===== config.mk =====
export PLATFORM = sky130hd
export DESIGN_NAME = xid_datapath
export DESIGN_NICKNAME = d
export VERILOG_FILES = /design/src/shared/xid_pkg.sv /design/src/verilog/xid_datapath.sv
export SDC_FILE = /design/constraint.sdc
export NUM_CORES = 1
export LEC_CHECK = 0
export ABC_CLOCK_PERIOD_IN_PS = 3100
export CAP_MARGIN = 15
export CORE_ASPECT_RATIO = 2
export CORE_MARGIN = 4
export CORE_UTILIZATION = 30
export CTS_CLUSTER_SIZE = 10
export DETAILED_ROUTE_END_ITERATION = 16
export DONT_BUFFER_PORTS = 1
export SYNTH_ARGS = -nofsm -noshare
export SYNTH_HDL_FRONTEND = slang
export SYNTH_SLANG_ARGS = --single-unit

===== constraint.sdc =====
create_clock -name sys_clk -period 3.1 [get_ports sys_clk]
set_input_delay 0.465 -clock sys_clk [delete_from_list [all_inputs] [get_ports sys_clk]]
set_output_delay 0.465 -clock sys_clk [all_outputs]
set_load 0.005 [all_outputs]

===== src/shared/xid_pkg.sv =====
// package of constants and carrier types for the exclusive-or datapath
// Contract
// - literal form: acc xor low byte into acc
// - literal spans 0..255 in low eight bits
// - file form: acc xor addressed file register
// - file address is seven low bits, 0..127
// - dest bit 0 to acc, 1 to file
// - only zero flag changes, others kept
// - one word, four phases: decode read process write
package xid_pkg;
  // ****************************************
  // instruction word layout
  // ****************************************
  localparam int          XID_IW_W        = 14;
  localparam logic [5:0]  XID_OP_LIT      = 6'h3a;  // 11 1010
  localparam logic [5:0]  XID_OP_FILE     = 6'h06;  // 00 0110
  localparam int          XID_OP_MSB      = 13;
  localparam int          XID_OP_LSB      = 8;
  localparam int          XID_DEST_BIT    = 7;
  localparam int          XID_ADDR_MSB    = 6;
  localparam int          XID_STATUS_W    = 8;
  localparam int          XID_ZERO_BIT    = 2;
  localparam logic [7:0]  XID_ACC_RST     = 8'h00;
  localparam logic [7:0]  XID_STATUS_RST  = 8'h00;
  localparam logic [6:0]  XID_ADDR_RST    = 7'h00;

  // four-phase cycle, one-hot
  typedef enum logic [3:0] {
    XID_PH_DECODE  = 4'h1,
    XID_PH_READ    = 4'h2,
    XID_PH_PROCESS = 4'h4,
    XID_PH_WRITE   = 4'h8
  } xid_phase_e;

  // file register write carrier
  typedef struct packed {
    logic       en;
    logic [6:0] addr;
    logic [7:0] data;
  } xid_fwr_s;
endpackage


===== src/verilog/xid_datapath.sv =====
// exclusive-or datapath running the four-phase instruction cycle
`timescale 1ns/100ps
module xid_datapath
  import xid_pkg::*;
(
  // clock and reset
  input  wire logic                    sys_clk,
  input  wire logic                    rst_n,
  // instruction in, sampled in decode phase
  input  wire logic [XID_IW_W-1:0]     instr,
  // file register read data, valid in read phase
  input  wire logic [7:0]              file_rdata,
  // file register access
  output logic      [6:0]              file_raddr,
  output xid_fwr_s                     file_wr,
  // architectural state
  output logic      [7:0]              acc,
  output logic      [XID_STATUS_W-1:0] status,
  output xid_phase_e                   phase,
  output logic                         done
);
  // ****************************************
  // state
  // ****************************************
  xid_phase_e              phase_reg, phase_next;
  logic [XID_IW_W-1:0]     ir_reg;
  logic [7:0]              opnd_reg, res_reg, acc_reg;
  logic [XID_STATUS_W-1:0] status_reg;
  logic [6:0]              raddr_reg;
  xid_fwr_s                fwr_reg;
  logic                    done_reg;
  logic                    is_lit, is_file, dest_file;

  // decode from the latched word, so a later change on instr cannot
  // retarget a write that is already in flight
  assign is_lit    = (ir_reg[XID_OP_MSB:XID_OP_LSB] == XID_OP_LIT);
  assign is_file   = (ir_reg[XID_OP_MSB:XID_OP_LSB] == XID_OP_FILE);
  assign dest_file = ir_reg[XID_DEST_BIT];

  // phase sequencer, one instruction per four clocks
  always_comb begin
    case (phase_reg)
      XID_PH_DECODE:  phase_next = XID_PH_READ;
      XID_PH_READ:    phase_next = XID_PH_PROCESS;
      XID_PH_PROCESS: phase_next = XID_PH_WRITE;
      XID_PH_WRITE:   phase_next = XID_PH_DECODE;
      default:        phase_next = XID_PH_DECODE;
    endcase
  end

  always_ff @(posedge sys_clk) begin
    if (!rst_n) phase_reg <= XID_PH_DECODE;
    else        phase_reg <= phase_next;
  end

  // ****************************************
  // decode and read
  // ****************************************
  // latch word and present file address during decode
  always_ff @(posedge sys_clk) begin
    if (!rst_n) begin
      ir_reg    <= '0;
      raddr_reg <= XID_ADDR_RST;
    end else if (phase_reg == XID_PH_DECODE) begin
      ir_reg    <= instr;
      raddr_reg <= instr[XID_ADDR_MSB:0];
    end
  end

  // operand: low byte literal or file data
  always_ff @(posedge sys_clk) begin
    if (!rst_n) opnd_reg <= 8'h00;
    else if (phase_reg == XID_PH_READ)
      opnd_reg <= is_lit ? ir_reg[7:0] : file_rdata;
  end

  // ****************************************
  // process and write
  // ****************************************
  always_ff @(posedge sys_clk) begin
    if (!rst_n) res_reg <= 8'h00;
    else if (phase_reg == XID_PH_PROCESS)
      res_reg <= acc_reg ^ opnd_reg;
  end

  // accumulator write; file destination leaves it alone
  // foreign opcodes fall through the ring: no write, no flag
  always_ff @(posedge sys_clk) begin
    if (!rst_n) acc_reg <= XID_ACC_RST;
    else if (phase_reg == XID_PH_WRITE && (is_lit || (is_file && !dest_file)))
      acc_reg <= res_reg;
  end

  // file write strobe, one cycle after write phase
  always_ff @(posedge sys_clk) begin
    if (!rst_n) fwr_reg <= '0;
    else begin
      fwr_reg.en   <= (phase_reg == XID_PH_WRITE) && is_file && dest_file;
      fwr_reg.addr <= raddr_reg;
      fwr_reg.data <= res_reg;
    end
  end

  // zero flag only; other status bits held
  // the remaining bits belong to other units, written here only by reset
  always_ff @(posedge sys_clk) begin
    if (!rst_n) status_reg <= XID_STATUS_RST;
    else if (phase_reg == XID_PH_WRITE && (is_lit || is_file))
      status_reg[XID_ZERO_BIT] <= (res_reg == 8'h00);
  end

  // completion pulse on cycle boundary
  always_ff @(posedge sys_clk) begin
    if (!rst_n) done_reg <= 1'b0;
    else        done_reg <= (phase_reg == XID_PH_WRITE);
  end

  assign phase      = phase_reg;
  assign acc        = acc_reg;
  assign status     = status_reg;
  assign file_raddr = raddr_reg;
  assign file_wr    = fwr_reg;
  assign done       = done_reg;
endmodule // xid_datapath


**Yosys cells after proc, flatten, opt, wreduce, memory -nomap -nowiden**

Index checks and enable logic that the tools add are counted.

- Eq/ne operators: 6
- Reductions and logical operators: 9
- Mux-type cells: 2
- Bitwise logic cells: 1

Operators by type and width:

| kind | number |
|---|---|
| case mux 4 bit (3 select lines) | 1 |
| zero test 8 bit | 1 |
| 2-to-1 mux 8 bit | 1 |
| bitwise XOR 8 bit | 1 |
| == test 6 x 3 -> 1 bit (second input constant) | 1 |
| == test 6 bit (second input constant) | 1 |
| logical AND 1 bit | 5 |
| == test 4 x 1 -> 1 bit (second input constant) | 1 |
| == test 4 x 2 -> 1 bit (second input constant) | 1 |
| == test 4 x 3 -> 1 bit (second input constant) | 1 |
| == test 4 bit (second input constant) | 1 |
| logical OR 1 bit | 2 |
| zero test 1 bit | 1 |

- Output and inout bits: 44
- Register bits: 67

**Depth between registers and ports, before layout**

- Depth in word-level cells: 4
- Gate-level depth with buffers: 5
- Mapped depth without buffers: 4

**Worst setup path after synthesis**

Ideal clock, no wire load.

- Path kind: flip-flop to flip-flop
- Start point: register phase_reg[0], in the netlist phase[0]
- End point: register ir_reg[0]
- Setup time: 0.122 ns
- Stages on the path, launching flop included: 6
- Arrival: 1.344 ns
- Clock period less this slack: 1.466 ns
- Path slack: 1.634 ns
- Cells stage by stage: dfxtp_1 > or4b_1 > buf_2 > buf_6 > nand2_1 > a21boi_0

- Longest elaborated chain between the ends: 1

Ends and longest elaborated chain:

| what | RTL line | RTL |
|---|---|---|
| start, declared | xid_datapath.sv:25 | `xid_phase_e phase_reg, phase_next;` |
| start signal, assigned | xid_datapath.sv:53 | `else phase_reg <= phase_next;` |
| == test 4 x 1 -> 1 bit | xid_datapath.sv:64 | `end else if (phase_reg == XID_PH_DECODE) begin` |
| end signal, assigned | xid_datapath.sv:65 | `ir_reg <= instr;` |
| end, declared | xid_datapath.sv:26 | `logic [XID_IW_W-1:0] ir_reg;` |

Every way passes these cells.
A chain may end at the register's enable or synchronous reset.

**Final worst setup path**

- Start point: register phase_reg[0], in the netlist phase[0]
- End point: register ir_reg[10]

Same word-level chain as after synthesis.

==> qor.json <==
{
  "status": {"value": "finished clean"},
  "clock_tree_from_tritoncts": {"value": "built"},
  "die_height": {"value": 135, "unit": "µm"},
  "timing.fmax": {"value": 0.570, "unit": "GHz"},
  "final.setup.worst_slack": {"value": 1.35, "unit": "ns"},
  "synth_sequential_area_ratio": {"value": 49.7, "unit": "%"},
  "reg2reg_setup_slack": {"value": 1.35, "unit": "ns"},
  "grt_start_max_net_pins": {"value": 61},
  "synth_compound_gate_area_share": {"value": 11.8, "unit": "%"},
  "cts-root-buf": {"value": "clkbuf_16"},
  "place_hpwl": {"value": 3730, "unit": "µm"},
  "crit_arrival": {"value": 2.01, "unit": "ns"},
  "crit_path_cell_trace": {"value": "nor4b_4 -> nand2_1 -> a21boi_0"},
  "slowest_stage": {"value": "nor4b_4"},
  "synth.cell_area": {"value": 2420, "unit": "µm²"},
  "layout_worst_path_cycle_share": {"value": 56.6, "unit": "%"},
  "post-synth-top-area-cell": {"value": "dfxtp_1"},
  "min_delay_path_depth": {"value": 1},
  "unrepaired_setup_endpoints_after_global_routing": {"value": "no"},
  "mostFrequentLayoutCell": {"value": "dfxtp_1"},
  "grt_pass1_wl": {"value": 8020, "unit": "µm"},
  "drt-met1-wl": {"value": 1840, "unit": "µm"},
  "clockBufferDepth": {"value": 2},
  "cell_leakage_power": {"value": 1.19, "unit": "nW"},
  "final_max_tran_viols": {"value": 0},
  "cts_hold_buffers": {"value": 0},
  "synth.distinct_cells": {"value": 32},
  "tightestPinTransition": {"value": 0.870, "unit": "ns"},
  "final_period_minus_worst_setup_slack": {"value": 1.75, "unit": "ns"},
  "path_delay_family": {"value": "simple AND/OR/NAND/NOR gates"},
  "setup_tns": {"value": 0, "unit": "ns"},
  "count_of_buffers_added_by_post_cts_timing_repair_for_setup": {"value": 0},
  "timing.clock.skew": {"value": 0.00784, "unit": "ns"},
  "cts_resized": {"value": 0},
  "critical_path.max_fanout": {"value": 16},
  "synth_simple_gate_area_share": {"value": 19.5, "unit": "%"},
  "critPathLaunchType": {"value": "flip-flop"},
  "placed_cells": {"value": 317},
  "hold_path_end": {"value": "phase[0]"},
  "worstPathRequired": {"value": 3.35, "unit": "ns"},
  "synth_adder_area_share": {"value": 0, "unit": "%"},
  "grt_pass1_vias": {"value": 1486},
  "route.antenna.remaining_nets": {"value": 0},
  "worst-path-buf-inv": {"value": 0},
  "core": {"value": 7890, "unit": "µm²"},
  "post_detailed_route_drc_marker_count": {"value": 0},
  "r2r.worst_path.cells": {"value": 3},
  "io_pins": {"value": 68},
  "antenna_cells_inserted": {"value": 0},
  "flow.area_growth_from_synthesis": {"value": 10.4, "unit": "%"},
  "timing.max_cap.violations": {"value": 0},
  "grt_antenna_before_repair": {"value": 0},
  "clk_pin_slew_worst_paths": {"value": 0.05, "unit": "ns"},
  "met3_wirelength": {"value": 377, "unit": "µm"},
  "viasPerCell": {"value": 4.64},
  "row_count": {"value": 46},
  "holdCritStartpoint": {"value": "rst_n"},
  "main_combinational_cell_family_by_area_after_synthesis": {"value": "simple AND/OR/NAND/NOR gates"},
  "max_slew_margin": {"value": 41.8, "unit": "%"},
  "finalSetupViolCount": {"value": 0},
  "tritoncts.num_buffers": {"value": 9},
  "drt-initial-drc-count": {"value": 74},
  "gr-usage-all-layers": {"value": 11.4, "unit": "%"},
  "dp_slack": {"value": 1.32, "unit": "ns"},
  "clock_insertion_delay_worst_skew": {"value": 0.33, "unit": "ns"},
  "netlist_top_cells_area": {"value": "dfxtp_1 (50%), nand2_1 (8.2%), mux2i_1 (7.0%)"},
  "layout.cells.non_filler": {"value": 332},
  "largest_reg_flops": {"value": 16},
  "synthesized_area_fraction_occupied_by_xor_and_xnor_cells": {"value": 2.90, "unit": "%"},
  "hold_class": {"value": "input port to flip-flop"},
  "synth_top_area_share": {"value": 49.7, "unit": "%"},
  "netlist_instances": {"value": 240},
  "die-area": {"value": 9640, "unit": "µm²"},
  "cp-end-kind": {"value": "flip-flop"},
  "worstSetupPathType": {"value": "flip-flop to flip-flop"},
  "num-nets-final": {"value": 256},
  "synth_seq_cells": {"value": 60},
  "number_of_h_tree_levels": {"value": 3},
  "avgRoutedWirePerCell": {"value": 15.4, "unit": "µm"},
  "initial_core_util": {"value": 30.6, "unit": "%"},
  "overflow": {"value": 0},
  "via_count": {"value": 1539},
  "syn-mean-instance-area": {"value": 10.1, "unit": "µm²"},
  "place_congestion": {"value": 0.723},
  "power-per-cell-area": {"value": 736, "unit": "nW/µm²"},
  "synth.mux.area_fraction": {"value": 7.04, "unit": "%"},
  "top_layer": {"value": "met4"},
  "critical-path-max-stage-delay": {"value": 0.80, "unit": "ns"},
  "final_total_power": {"value": 1.96, "unit": "mW"},
  "synth-warning-count": {"value": 0},
  "critical_register_to_register_path_endpoint": {"value": "ir_reg[10]"},
  "cts_num_sinks": {"value": 60},
  "route.met2.wl": {"value": 2730, "unit": "µm"},
  "dr.pass1.iters": {"value": 4},
  "hold_fails_final_rpt": {"value": 0},
  "fillers": {"value": 799},
  "die_width": {"value": 71.5, "unit": "µm"},
  "routed_wirelength": {"value": 5110, "unit": "µm"},
  "drive_above_1_share": {"value": 8.47, "unit": "%"},
  "ir_drop": {"value": 0.000300, "unit": "V"},
  "critical_path.reg2reg.startpoint": {"value": "phase[0]"},
  "final_cell_mix": {"value": "dfxtp_1 (60), nand2_1 (53), mux2i_1 (17)"},
  "io_buffer_count": {"value": 0}
}
-- stage by stage --
| stage | util, % | instance area [µm²] | hold slack [ns] |
|---|---|---|---|
| 2_1_floorplan | - | 2440 | 0.430 |
| 3_3_place_gp | 30.2 | 2380 | 0.438 |
| 3_5_place_dp | 30.2 | 2380 | 0.455 |
| 4_1_cts | 33.8 | 2670 | 0.208 |
| 5_1_grt | 33.8 | 2670 | 0.222 |
| 6_report | 33.8 | 2670 | 0.248 |
-- per-layer routing --
| metal | track usage, % | vias up |
|---|---|---|
| met4 | 7.53 | 0 |
| met1 | 11.0 | 719 |
| met3 | 5.37 | 12 |
| met5 | 0 | - |
| li1 | - | 763 |
| met2 | 18.8 | 45 |
-- worst max path at each step --
stage / from / to / cells after the start
3_3_place_gp: phase[0] / ir_reg[7] / 3
4_1_cts: phase[0] / ir_reg[10] / 3
5_1_grt: phase[0] / ir_reg[10] / 3
3_5_place_dp: phase[0] / ir_reg[10] / 3
6_report: phase[0] / ir_reg[10] / 3
2_1_floorplan: phase[0] / ir_reg[0] / 5
-- cell usage after synthesis --
| cell type | number |
|---|---|
| dfxtp_1 | 60 |
| nand2_1 | 53 |
| mux2i_1 | 17 |
| buf_4 | 14 |
| and2_1 | 10 |
| o21ai_0 | 9 |
| a21boi_1 | 8 |
| a21oi_1 | 8 |
| inv_1 | 8 |
| o211a_1 | 8 |
| xnor2_1 | 8 |
| a21boi_0 | 6 |
| buf_2 | 4 |
| clkbuf_1 | 4 |
| nor4b_4 | 4 |
| buf_6 | 2 |
| nand4b_1 | 2 |
| a22oi_1 | 1 |
| and2_2 | 1 |
| and3_1 | 1 |
| clkbuf_8 | 1 |
| conb_1 | 1 |
| dlygate4sd1_1 | 1 |
| nand2b_1 | 1 |
| nor2_8 | 1 |
| nor2b_1 | 1 |
| nor3_1 | 1 |
| nor4_1 | 1 |
| nor4_4 | 1 |
| o31ai_1 | 1 |
| or2b_1 | 1 |
| or4b_1 | 1 |
-- kinds of logic after synthesis --
kind of cell	Yosys count
AO/OA/AOI/OAI	41
other	1
multiplexers	17
buffers and inverters	34
AND/OR/NAND/NOR	79
flip-flops	60
XOR/XNOR	8
-- final cells by class --
cell class	count	area (µm²)	share of cell area (%)
flip-flops and latches	60	1200	45.0
multi-input cells	152	1020	38.3
clock buffers	13	250	9.39
well taps	96	120	4.50
clock inverters	2	35.0	1.31
inverters	8	30.0	1.13
repair buffers	1	7.51	0.282
-- power by group --
| part | switching, mW | internal (mW) | total [mW] |
|---|---|---|---|
| Combinational | 0.0742 | 0.0555 | 0.130 |
| Sequential | 0.0528 | 0.821 | 0.874 |
| Clock | 0.322 | 0.637 | 0.959 |
| Total | 0.449 | 1.51 | 1.96 |
Note: power is estimated with default switching activity, not from simulation.
